--- src/core/mbl_pkg.sv ---
package mbl_pkg;
    localparam int NUM_BANKS         = 8;
    localparam int BANK_W            = 3;
    localparam int CNT_W             = 8;
    // timing figures in clocks, defaults for the bank tracker
    localparam int DEF_BURST_LENGTH  = 4;
    localparam int DEF_WRITE_LAT     = 4;
    localparam int DEF_READ_LAT_RND  = 8;
    localparam int DEF_ROW_TO_COL    = 5;
    localparam int DEF_WRITE_RECOV   = 4;
    localparam int DEF_ROW_PRECHARGE = 6;
    localparam int ONE_CLOCK         = 1;
    localparam logic [CNT_W-1:0] CNT_ZERO = 8'h00;

    // per-bank state codes
    typedef enum logic [2:0] {
        BK_IDLE       = 3'b000,
        BK_ACTIVATING = 3'b001,
        BK_ACTIVE     = 3'b010,
        BK_READ       = 3'b011,
        BK_WRITE      = 3'b100,
        BK_RD_AP      = 3'b101,
        BK_WR_AP      = 3'b110,
        BK_PRECHARGE  = 3'b111
    } mbl_bank_type;

    // decoded command (chip select, row, column, write enable)
    typedef enum logic [3:0] {
        CMD_DESELECT  = 4'h0,
        CMD_NOP       = 4'h1,
        CMD_ACTIVE    = 4'h2,
        CMD_READ      = 4'h3,
        CMD_WRITE     = 4'h4,
        CMD_PRECHARGE = 4'h5,
        CMD_REFRESH   = 4'h6,
        CMD_LOAD_MODE = 4'h7,
        CMD_TERM_DIS  = 4'h8
    } mbl_cmd_type;
endpackage

--- src/core/mbl_cmd_if.sv ---
`timescale 1ns/1ps
// decoded command handed from the top to the bank tracker
interface mbl_cmd_if;
    import mbl_pkg::*;
    logic                  cmdValid;
    mbl_cmd_type           cmd;
    logic [BANK_W-1:0]     bank;
    logic                  autoPre;
    logic [NUM_BANKS-1:0]  bankIdle;
    modport src (output cmdValid, output cmd, output bank, output autoPre, input bankIdle);
    modport trk (input cmdValid, input cmd, input bank, input autoPre, output bankIdle);
endinterface

--- src/core/mbl_bank_track.sv ---
`timescale 1ns/1ps
// one state machine and timer per bank
module mbl_bank_track
    import mbl_pkg::*;
#(
    parameter int BURST_LENGTH  = DEF_BURST_LENGTH,
    parameter int WRITE_LAT     = DEF_WRITE_LAT,
    parameter int READ_LAT_RND  = DEF_READ_LAT_RND,
    parameter int ROW_TO_COL    = DEF_ROW_TO_COL,
    parameter int WRITE_RECOV   = DEF_WRITE_RECOV,
    parameter int ROW_PRECHARGE = DEF_ROW_PRECHARGE
) (
    input  wire logic  sys_clk,
    input  wire logic  rstN,
    mbl_cmd_if.trk     cmdIf,
    output mbl_bank_type bankState [NUM_BANKS]
);
    // read: data out, then earliest precharge half a burst after the command
    localparam logic [CNT_W-1:0] RD_ACCESS = CNT_W'(BURST_LENGTH / 2);
    localparam logic [CNT_W-1:0] WR_ACCESS =
        CNT_W'(WRITE_LAT + BURST_LENGTH / 2 + WRITE_RECOV);
    localparam logic [CNT_W-1:0] RCD_CNT = CNT_W'(ROW_TO_COL);
    localparam logic [CNT_W-1:0] RP_CNT  = CNT_W'(ROW_PRECHARGE);

    genvar g;
    generate
        for (g = 0; g < NUM_BANKS; g++) begin : gBank
            mbl_bank_type    state_ff;
            logic [CNT_W-1:0] cnt_ff;
            logic            hit;
            assign hit = cmdIf.cmdValid && (cmdIf.bank == BANK_W'(g));
            assign bankState[g] = state_ff;
            assign cmdIf.bankIdle[g] = (state_ff == BK_IDLE);

            // bank state update; counts run to zero then advance
            always_ff @(posedge sys_clk or negedge rstN) begin
                if (!rstN) begin
                    state_ff <= BK_IDLE;
                    cnt_ff   <= CNT_ZERO;
                end else if (hit && cmdIf.cmd == CMD_ACTIVE) begin
                    state_ff <= BK_ACTIVATING;
                    cnt_ff   <= RCD_CNT;
                end else if (hit && (cmdIf.cmd == CMD_READ || cmdIf.cmd == CMD_WRITE)) begin
                    if (cmdIf.cmd == CMD_READ) begin
                        state_ff <= cmdIf.autoPre ? BK_RD_AP : BK_READ;
                        cnt_ff   <= RD_ACCESS;
                    end else begin
                        state_ff <= cmdIf.autoPre ? BK_WR_AP : BK_WRITE;
                        cnt_ff   <= WR_ACCESS;
                    end
                end else if (hit && cmdIf.cmd == CMD_PRECHARGE) begin
                    state_ff <= BK_PRECHARGE;
                    cnt_ff   <= RP_CNT;
                end else if (cnt_ff != CNT_ZERO) begin
                    cnt_ff <= cnt_ff - CNT_W'(ONE_CLOCK);
                end else begin
                    case (state_ff)
                        BK_ACTIVATING: state_ff <= BK_ACTIVE;
                        BK_READ, BK_WRITE: state_ff <= BK_ACTIVE;
                        BK_RD_AP, BK_WR_AP: begin
                            state_ff <= BK_PRECHARGE;
                            cnt_ff   <= RP_CNT;
                        end
                        BK_PRECHARGE: state_ff <= BK_IDLE;
                        default: state_ff <= state_ff;
                    endcase
                end
            end

            AST_PRE_TO_IDLE: assert property (@(posedge sys_clk) disable iff (!rstN)
                (state_ff == BK_PRECHARGE && cnt_ff == RP_CNT && !hit)
                    |-> (state_ff == BK_PRECHARGE) [*7] ##1 (state_ff == BK_IDLE))
                else $error("bank left precharge early or late");
            AST_WRAP_PRE: assert property (@(posedge sys_clk) disable iff (!rstN)
                (state_ff == BK_WR_AP && cnt_ff == CNT_ZERO && !hit)
                    |=> (state_ff == BK_PRECHARGE && cnt_ff == RP_CNT))
                else $error("write auto precharge did not start precharge");
            AST_RDAP_PRE: assert property (@(posedge sys_clk) disable iff (!rstN)
                (hit && cmdIf.cmd == CMD_READ && cmdIf.autoPre) ##1 (!hit) [*3]
                    |=> (state_ff == BK_PRECHARGE))
                else $error("read auto precharge not precharging after burst");
        end
    endgenerate
endmodule

--- src/core/mbl_top.sv ---
`timescale 1ns/1ps
// Behaviour
// - chip select high is deselect, or terminator disable when the other pins give the read pattern; banks continue.
// - select with row, column, write enable high is a no-operation.
// - auto-precharge reads and writes precharge the bank themselves; plain ones return it to active.
// - read auto precharge starts where earliest explicit precharge would.
// - write auto precharge starts after write recovery, lasts row precharge.
// - bank idle only after precharge and row precharge time.
module mbl_top
    import mbl_pkg::*;
#(
    parameter int BURST_LENGTH  = DEF_BURST_LENGTH,
    parameter int WRITE_LAT     = DEF_WRITE_LAT,
    parameter int READ_LAT_RND  = DEF_READ_LAT_RND,
    parameter int ROW_TO_COL    = DEF_ROW_TO_COL,
    parameter int WRITE_RECOV   = DEF_WRITE_RECOV,
    parameter int ROW_PRECHARGE = DEF_ROW_PRECHARGE
) (
    input  wire logic                 sys_clk,
    input  wire logic                 nrst,
    input  wire logic                 chipSelN,
    input  wire logic                 rowStrobeN,
    input  wire logic                 colStrobeN,
    input  wire logic                 writeEnN,
    input  wire logic                 clkEn,
    input  wire logic [BANK_W-1:0]    bankAddr,
    input  wire logic                 autoPreBit,
    output logic                      cmdAccepted,
    output logic [3:0]                cmdCode,
    output logic                      termDisable,
    output logic                      allBanksIdle,
    output logic [NUM_BANKS-1:0]      bankIdleMask,
    output logic                      illegalCmd
);
    logic [1:0] rstSync_ff;
    logic       rstN;
    logic       cke1_ff;
    mbl_cmd_type nxt_cmd;
    logic       cmdLegal;
    logic       cmdAccepted_ff;
    logic [3:0] cmdCode_ff;
    logic       termDisable_ff;
    logic       illegal_ff;
    mbl_bank_type bankState [NUM_BANKS];
    mbl_bank_type tgtState;
    mbl_cmd_if  cmdIf ();

    // reset release through two flops
    always_ff @(posedge sys_clk or negedge nrst) begin
        if (!nrst) rstSync_ff <= 2'h0;
        else       rstSync_ff <= {rstSync_ff[0], 1'b1};
    end
    assign rstN = rstSync_ff[1];

    // clock enable at the previous edge; the current edge reads the pin itself
    always_ff @(posedge sys_clk or negedge rstN) begin
        if (!rstN) begin
            cke1_ff <= 1'b0;
        end else begin
            cke1_ff <= clkEn;
        end
    end

    // pin decode
    always_comb begin
        nxt_cmd = CMD_NOP;
        // terminator disable shares its pin pattern with read, so only deselected
        if (chipSelN) begin
            if (rowStrobeN && !colStrobeN && writeEnN) begin
                nxt_cmd = CMD_TERM_DIS;
            end else begin
                nxt_cmd = CMD_DESELECT;
            end
        end else begin
            case ({rowStrobeN, colStrobeN, writeEnN})
                3'b111:  nxt_cmd = CMD_NOP;
                3'b011:  nxt_cmd = CMD_ACTIVE;
                3'b101:  nxt_cmd = CMD_READ;
                3'b100:  nxt_cmd = CMD_WRITE;
                3'b010:  nxt_cmd = CMD_PRECHARGE;
                3'b001:  nxt_cmd = CMD_REFRESH;
                3'b000:  nxt_cmd = CMD_LOAD_MODE;
                default: nxt_cmd = CMD_NOP;
            endcase
        end
    end

    assign tgtState = bankState[bankAddr];

    // legality of a command against the target bank's own state; refresh and mode load need every bank idle
    always_comb begin
        cmdLegal = 1'b1;
        case (nxt_cmd)
            CMD_ACTIVE:    cmdLegal = (tgtState == BK_IDLE);
            CMD_READ, CMD_WRITE:
                cmdLegal = (tgtState == BK_ACTIVE) || (tgtState == BK_READ)
                           || (tgtState == BK_WRITE);
            CMD_PRECHARGE: cmdLegal = (tgtState != BK_RD_AP) && (tgtState != BK_WR_AP);
            CMD_REFRESH, CMD_LOAD_MODE: cmdLegal = cmdIf.bankIdle == '1;
            default:       cmdLegal = 1'b1;
        endcase
    end

    // only execute when clock enable high on previous and current edge
    assign cmdIf.cmdValid = clkEn && cke1_ff && cmdLegal
                            && (nxt_cmd == CMD_ACTIVE || nxt_cmd == CMD_READ
                                || nxt_cmd == CMD_WRITE || nxt_cmd == CMD_PRECHARGE);
    assign cmdIf.cmd     = nxt_cmd;
    assign cmdIf.bank    = bankAddr;
    assign cmdIf.autoPre = autoPreBit;

    // registered status of the command just taken
    always_ff @(posedge sys_clk or negedge rstN) begin
        if (!rstN) begin
            cmdAccepted_ff <= 1'b0;
            cmdCode_ff     <= 4'h0;
            termDisable_ff <= 1'b0;
            illegal_ff     <= 1'b0;
        end else begin
            cmdAccepted_ff <= cmdIf.cmdValid;
            cmdCode_ff     <= nxt_cmd;
            termDisable_ff <= (nxt_cmd == CMD_TERM_DIS);
            // flag commands not legal for the bank state; they are not executed
            illegal_ff     <= clkEn && cke1_ff && !cmdLegal;
        end
    end

    assign cmdAccepted  = cmdAccepted_ff;
    assign cmdCode      = cmdCode_ff;
    assign termDisable  = termDisable_ff;
    assign illegalCmd   = illegal_ff;
    assign bankIdleMask = cmdIf.bankIdle; // per-bank only
    assign allBanksIdle = (cmdIf.bankIdle == '1);

    mbl_bank_track #(
        .BURST_LENGTH  (BURST_LENGTH),
        .WRITE_LAT     (WRITE_LAT),
        .READ_LAT_RND  (READ_LAT_RND),
        .ROW_TO_COL    (ROW_TO_COL),
        .WRITE_RECOV   (WRITE_RECOV),
        .ROW_PRECHARGE (ROW_PRECHARGE)
    ) uTrack (
        .sys_clk   (sys_clk),
        .rstN      (rstN),
        .cmdIf     (cmdIf.trk),
        .bankState (bankState)
    );

    AST_DESEL_NOEXEC: assert property (@(posedge sys_clk) disable iff (!rstN)
        (chipSelN && !(rowStrobeN && !colStrobeN && writeEnN)) |=> !cmdAccepted)
        else $error("deselect executed a command");
    AST_NOP_NOEXEC: assert property (@(posedge sys_clk) disable iff (!rstN)
        (!chipSelN && rowStrobeN && colStrobeN && writeEnN) |=> (!cmdAccepted && cmdCode == 4'h1))
        else $error("nop not decoded");
    AST_CKE_GATE: assert property (@(posedge sys_clk) disable iff (!rstN)
        (!clkEn || !cke1_ff) |=> !cmdAccepted)
        else $error("command taken with clock enable low");
    AST_REFRESH_IDLE: assert property (@(posedge sys_clk) disable iff (!rstN)
        (clkEn && cke1_ff && nxt_cmd == CMD_REFRESH && !allBanksIdle) |=> illegalCmd)
        else $error("refresh with busy bank not flagged");
    AST_TERM_DIS: assert property (@(posedge sys_clk) disable iff (!rstN)
        (chipSelN && rowStrobeN && !colStrobeN && writeEnN) |=> termDisable)
        else $error("terminator disable missed");
    AST_ACT_STATE: assert property (@(posedge sys_clk) disable iff (!rstN)
        (cmdIf.cmdValid && nxt_cmd == CMD_ACTIVE) |=> (bankState[$past(bankAddr)] == BK_ACTIVATING))
        else $error("activate not tracked");

    // read moves the bank into the variant chosen by the auto precharge bit
    AST_READ_TRACK: assert property (@(posedge sys_clk) disable iff (!rstN)
        (cmdIf.cmdValid && nxt_cmd == CMD_READ)
            |=> (bankState[$past(bankAddr)] == ($past(autoPreBit) ? BK_RD_AP : BK_READ)))
        else $error("read not tracked");

    // write likewise for both variants
    AST_WRITE_TRACK: assert property (@(posedge sys_clk) disable iff (!rstN)
        (cmdIf.cmdValid && nxt_cmd == CMD_WRITE)
            |=> (bankState[$past(bankAddr)] == ($past(autoPreBit) ? BK_WR_AP : BK_WRITE)))
        else $error("write not tracked");

    // explicit precharge starts the row precharge period
    AST_PRE_TRACK: assert property (@(posedge sys_clk) disable iff (!rstN)
        (cmdIf.cmdValid && nxt_cmd == CMD_PRECHARGE)
            |=> (bankState[$past(bankAddr)] == BK_PRECHARGE))
        else $error("precharge not tracked");

    // mode load with a busy bank is refused like refresh
    AST_LOAD_IDLE: assert property (@(posedge sys_clk) disable iff (!rstN)
        (clkEn && cke1_ff && nxt_cmd == CMD_LOAD_MODE && !allBanksIdle) |=> illegalCmd)
        else $error("mode load with busy bank not flagged");

    // a command not legal for the bank state is flagged and never executed
    AST_ILLEGAL_NOEXEC: assert property (@(posedge sys_clk) disable iff (!rstN)
        (clkEn && cke1_ff && !cmdLegal) |=> (illegalCmd && !cmdAccepted))
        else $error("illegal command executed or not flagged");

    // with nothing executed an all-idle device stays idle
    AST_IDLE_HOLD: assert property (@(posedge sys_clk) disable iff (!rstN)
        (!cmdIf.cmdValid && allBanksIdle) |=> allBanksIdle)
        else $error("idle bank changed without a command");

    // every executed command is reported with its code one cycle later
    AST_ACCEPT_CODE: assert property (@(posedge sys_clk) disable iff (!rstN)
        cmdIf.cmdValid |=> (cmdAccepted && cmdCode == $past(nxt_cmd)))
        else $error("executed command not reported");

    // terminator disable never reaches the banks
    AST_TERM_NOEXEC: assert property (@(posedge sys_clk) disable iff (!rstN)
        (chipSelN && rowStrobeN && !colStrobeN && writeEnN) |=> !cmdAccepted)
        else $error("terminator disable executed a command");
endmodule

--- config.mk ---
export PLATFORM = sky130hd
export DESIGN_NAME = mbl_top
export DESIGN_NICKNAME = d
export VERILOG_FILES = /design/src/core/mbl_pkg.sv /design/src/core/mbl_cmd_if.sv /design/src/core/mbl_bank_track.sv /design/src/core/mbl_top.sv
export SDC_FILE = /design/constraint.sdc
export NUM_CORES = 1
export LEC_CHECK = 0
export BUFFER_PORTS_ARGS = -buffer_cell sky130_fd_sc_hd__buf_2
export CORE_ASPECT_RATIO = 1.2
export CORE_MARGIN = 3
export CORE_UTILIZATION = 41
export CTS_CLUSTER_DIAMETER = 30
export DETAILED_ROUTE_END_ITERATION = 6
export GPL_ROUTABILITY_DRIVEN = 1
export PLACE_DENSITY = 0.6
export SETUP_SLACK_MARGIN = 0.4
export SYNTH_ARGS = -nofsm -noshare
export SYNTH_HDL_FRONTEND = slang
export SYNTH_HIERARCHICAL = 1
export SYNTH_SLANG_ARGS = --single-unit
--- constraint.sdc ---
create_clock -name sys_clk -period 5.8 [get_ports sys_clk]
set_input_delay 0.87 -clock sys_clk [delete_from_list [all_inputs] [get_ports sys_clk]]
set_output_delay 0.87 -clock sys_clk [all_outputs]
set_load 0.005 [all_outputs]
==> metrics.txt, run 1 <==
CTS Sinks around 100; clock-pin slew on the worst setup and hold paths 0.07 ns; Post-CTS Resized 0; period utilisation layout between 70% and 80%; postcts setup bufs 0; later-pin clock latency in the skew report around 0.36 ns; Slew headroom a little over a quarter; Leakage 2.940 nW; number of synthesized flops with an enable pin 0; port bufs 26; ranking of synthesized cells by area dfrtp_1 (38%), nor2_1 (3.5%), ha_1 (2.9%), mux2_2 (2.6%), mux2i_1 (2.5%); placed insts about 880; DR WL/cell 18.67 microns; Root Buffer clkbuf_16; status completed; Yosys top cell by area dfrtp_1; Finish-stage setup viols 0; Max-Cap Viols 0; die height around 140 microns; Setup crit start kind primary input; die width between 100 and 150 microns; DRC violations left 0; critical path class primary input to flop; H-tree Lvls 3; Reg-to-Reg End uTrack/gBank[0].state_ff[0]; Max VDD drop 0.1406 mV; Cell Rows 49; R2R Setup Slk roughly 2 ns; max-slew violations 0; worst min-delay path category primary input to asynchronous set/reset pin; GPL Wtd Cong 0.8566; gr busiest metal met2; fmax about 240 MHz; nets between 700 and 800; grt total ovfl 0; met2 Usage GRT around a third; crit end category flop; synth-to-layout area growth 10.44%; CTS tree yes; CTS buffer count 9; Slew @ Worst Pin ~1.1 ns; largest net degree at the start of global routing 56; Post-Syn Area between 6000 and 7000 sq um; routing usage on met1 between 20% and 30%; Routed Antenna Nets 0; io pins 27; synth warn 6; final hold vios 0; global-route wire length before repair roughly 27000 microns; Slowest-stage cell, CP or4b_2; worst setup margin 1.623 ns; total die area about 17000 sq um; Initial Util between 40% and 50%; core area roughly 15000 sq um; DRT Pass-1 Iters 5; Worst Clk Skew between 0.01 and 0.015 ns; WL final 16670 microns; crit-path cells buf_2, mux4_1, mux2_2, xnor2_1, o2111ai_1, a211oi_2, buf_4, or4b_2, a21oi_2, o32a_1, o22ai_1; Post-synth ARST share 100.0%; number of antenna violations at the first check in global routing 0; Worst EP required about 6.0 ns; Synth top area share 38.47%; Yosys cell types 85; Setup TNS Final 0 ns; Power Total 3.150 mW; non-filler instance count after layout a little under 900; vias in the first global route 5300; pre-CTS setup slack approximately 1.3 ns; post-DP HPWL 12100 microns; CP arrival about 4.4 ns; Post-synth top cells dfrtp_1 (98), nor2_1 (60), nand2_1 (39), o21ai_0 (31); Top FF cell, synth dfrtp_1; Pwr per Cell Area 447.5 nW/um^2; sequential share of the synthesized area around 38%; Critical Path Fanout Max 21; worst path bufs/invs 2; ant diodes 0; total track usage 20.10%; Vias/cell a little over 6; Slowest Stage Delay on Critical Path around 0.74 ns; hold_buf cts 0; fin crit period roughly 4.2 ns; Mapped Nets 686; cells after synthesis 660; worst reg-to-reg path cell count 10; count leader, synth dfrtp_1; routed via count 5410; Hold Slack 0.2849 ns; share of post-route cells with drive strength above 1 roughly 16%; maximum clock insertion buffer count 2; r2r startpoint uTrack/gBank[4].state_ff[0]; Iter 0 DRT Violations 440; Synth Register Bits 98; synthesized area per cell between 9 and 10 sq um; CP delay by family, top compound AO/OA/AOI/OAI gates; RSZ-0062 raised after global routing false; met3 Usage GRT between 2 and 3%
placed cells by master (no fill, tap or decap), types with 11 or more instances in the layout:
master / netlist / routed
nand3_1: 19 / 19
a21oi_1: 29 / 29
buf_2: 4 / 26
o211ai_1: 13 / 13
ha_1: 15 / 15
mux2i_1: 16 / 16
dfrtp_1: 98 / 97
a211oi_1: 11 / 11
a22oi_1: 12 / 12
xnor2_1: 17 / 17
mux2_2: 15 / 15
xor2_1: 17 / 17
nor3_1: 29 / 29
nor2_1: 60 / 60
inv_1: 29 / 29
nand2_1: 39 / 39
o21ai_0: 31 / 31
layer usage:
metal | share of wire (%) | routed length (microns)
met2 | 48 | 8007
met1 | 44 | 7379
met5 | 0 | 0
met4 | 3.3 | 547
met3 | 4.4 | 738
worst register-to-register path: cells and delay by family (launching register included):
| kind | cells | cell delay, ns |
|---|---|---|
| buffers and inverters | 1 | 0.22 |
| AND/OR/NAND/NOR | 1 | 0.75 |
| AO/OA/AOI/OAI | 5 | 1.19 |
| multiplexers | 2 | 0.84 |
| flip-flops | 1 | 0.50 |
| XOR/XNOR | 1 | 0.15 |
worst max-delay path by stage:
stage,startpoint,to,slack (ns),cells past startpoint
CTS,bankAddr[0],uTrack/gBank[0].state_ff[0],1.67,11
global placement,bankAddr[0],uTrack/gBank[0].state_ff[0],1.40,11
detailed placement,bankAddr[0],uTrack/gBank[0].state_ff[0],1.31,11
floorplan,bankAddr[0],uTrack/gBank[0].state_ff[0],1.99,12
global route,bankAddr[0],uTrack/gBank[0].state_ff[0],1.44,11
finish,bankAddr[0],uTrack/gBank[0].state_ff[0],1.62,11
logic make-up after synthesis:
kind of cell | share of synthesized area (%)
AND/OR/NAND/NOR | 23.63
other | 0.05882
multiplexers | 7.752
adder cells (fa/ha/maj) | 3.101
AO/OA/AOI/OAI | 19.06
XOR/XNOR | 4.671
buffers and inverters | 3.258
flip-flops | 38.47
flip-flops by register name, summed over array words and instances (netlist names):
signal and count:
cke1_ff 1, uTrack/gBank.cnt_ff 64, illegalCmd 1, cmdAccepted 1, uTrack/gBank.state_ff 24, cmdCode 4
rstSync_ff 2, termDisable 1
stage by stage:
stage | utilization, % | cell area, sq um
3_3_place_gp | 44.64 | 6733
4_1_cts | 46.68 | 7041
5_1_grt | 46.68 | 7041
2_1_floorplan | - | 6375
3_5_place_dp | 44.64 | 6733
6_report | 46.68 | 7041
power by group:
group | switching [mW] | total [mW] | internal [mW] | leakage (nW)
Combinational | 0.594 | 1.20 | 0.602 | 1.62
Sequential | 0.366 | 1.33 | 0.961 | 1.17
Clock | 0.285 | 0.627 | 0.342 | 0.151
final cells by class:
type	count	area [sq um]
clock buffers	9	225.2
fillers	1441	8041
clock inverters	7	82.58
flip-flops and latches	98	2456
inverters	29	108.9
repair buffers	35	197.7
multi-input cells	511	3715
well taps	204	255.2
(Power assumes the default switching activity.)
==> run 2: changes to the inputs <==
==> constraint.sdc (replaced) <==
create_clock -name sys_clk -period 4.1 [get_ports sys_clk]
set_input_delay 0.615 -clock sys_clk [delete_from_list [all_inputs] [get_ports sys_clk]]
set_output_delay 0.615 -clock sys_clk [all_outputs]
set_load 0.005 [all_outputs]
==> run 2 against run 1 <==
Compared with the run above:
- global-route usage hardly changed
- via count grew 1.6%
- largest cell class unchanged
- sequential cell count unchanged
- critical path type unchanged
==> metrics.txt, run 2 (synthesis gave the netlist of run 1 again) <==
H-tree Lvls 3; Post-CTS Resized 0; fin crit period 3.515 ns; WL final about 17000 microns; Most flops, register uTrack/gBank.cnt_ff; DRT Pass-1 Iters 5; RSZ-0062 raised after global routing false; grt total ovfl 0; ant diodes 0; Cell Rows 49; critical path class primary input to flop; core area roughly 15000 sq um; non-filler instance count after layout between 900 and 1000; CP delay by family, top simple AND/OR/NAND/NOR gates; final hold vios 0; maximum clock insertion buffer count 2; GPL Wtd Cong ~0.9; total die area between 15000 and 20000 sq um; later-pin clock latency in the skew report approximately 0.36 ns; Slowest-stage cell, CP or4b_2; nets 722; Critical Path Fanout Max 13; Layout fillers roughly 1500; final instance area 7127 sq um; Worst Clk Skew roughly 0.016 ns; worst min-delay path category primary input to asynchronous set/reset pin; Setup crit start kind primary input; port bufs 26; Max VDD drop about 0.22 mV; worst reg-to-reg path cell count 9; status completed; share of post-route cells with drive strength above 1 ~17%; clock-pin slew on the worst setup and hold paths ~0.070 ns; placed inst area around 7000 sq um; io pins 27; Slew headroom approximately 45%; placed insts around 890; Slew @ Worst Pin around 0.83 ns; Slowest Stage Delay on Critical Path 0.76 ns; Power Total about 4.5 mW; synth-to-layout area growth 11.80%; commonest non-fill, non-tap cell in the layout dfrtp_1; worst setup margin just under 0.6 ns; number of antenna violations at the first check in global routing 0; R2R Setup Slk ~0.65 ns; CTS Sinks just under 100; total track usage 20.09%; period utilisation layout between 80% and 90%; die width ~120 microns; Pwr per Cell Area 626.8 nW/um^2; Reg-to-Reg End uTrack/gBank[0].state_ff[0]; CTS buffer count 9; worst path bufs/invs 1; largest net degree at the start of global routing 63; global-route wire length before repair 27640 microns; Leakage about 3 nW; CP Launch Point bankAddr[0]; hold_buf cts 0; Vias/cell 6.072; DRC violations left 0; die height between 100 and 150 microns; Hold Slack about 0.034 ns; max reg flops between 60 and 70; DR WL/cell approximately 19 microns; CP arrival 3.74 ns; Max-Cap Viols 0; area taken by multi-input logic gates about 3700 sq um; most frequent cells in the layout dfrtp_1 (97), nor2_1 (60), nand2_1 (39); r2r startpoint uTrack/gBank[5].state_ff[0]; crit-path cells buf_2, mux4_2, mux2_4, nor4b_2, nor3_2, a211oi_2, or4b_2, a21oi_2, o32a_1, o22ai_1; Root Buffer clkbuf_16; final cell utilization of the core a little under half; Worst EP required between 4 and 5 ns; fmax around 280 MHz; crit end category flop; pre-CTS setup slack approximately 0.24 ns; Finish-stage setup viols 0; Setup TNS Final 0 ns; routed via count approximately 5500; Seq. cell area ~2500 sq um; Initial Util between 40 and 50%; Iter 0 DRT Violations 426; CTS tree yes; vias in the first global route 5430; Routed Antenna Nets 0; post-DP HPWL between 10000 and 15000 microns; postcts setup bufs 0; max-slew violations 0
[run 2: area by class of cell]
| type | instances | area share (%) |
|---|---|---|
| Clock buffer | 11 | 3.406 |
| Timing Repair Buffer | 47 | 4.038 |
| Clock inverter | 5 | 0.8603 |
| Multi-Input combinational cell | 511 | 52.12 |
| Sequential cell | 98 | 34.46 |
| Inverter | 29 | 1.527 |
| Tap cell | 204 | 3.581 |
[run 2: worst max-delay path by stage]
stage / end / slack, ns / cells after the start
6_report: uTrack/gBank[0].state_ff[0] / 0.59 / 10
5_1_grt: uTrack/gBank[0].state_ff[0] / 0.42 / 10
4_1_cts: uTrack/gBank[0].state_ff[0] / 0.61 / 10
3_5_place_dp: uTrack/gBank[0].state_ff[0] / 0.24 / 10
3_3_place_gp: uTrack/gBank[0].state_ff[0] / 0.31 / 10
2_1_floorplan: uTrack/gBank[0].state_ff[0] / 0.55 / 12
[run 2: power breakdown]
group / switching [mW] / leakage (nW) / internal [mW] / total (mW)
combinational: 0.852 / 1.68 / 0.859 / 1.71
clock: 0.384 / 0.150 / 0.494 / 0.878
sequential: 0.519 / 1.17 / 1.36 / 1.88
[run 2: metal layers]
metal | GRT usage [%] | share of wire (%) | vias to the layer above | wire [microns]
met3 | 3.897 | 4.8 | 45 | 811
met1 | 25.80 | 44 | 2716 | 7496
li1 | - | - | 2567 | -
met2 | 32.83 | 47 | 167 | 8002
met4 | 9.409 | 3.5 | 0 | 589
met5 | 0 | 0 | - | 0
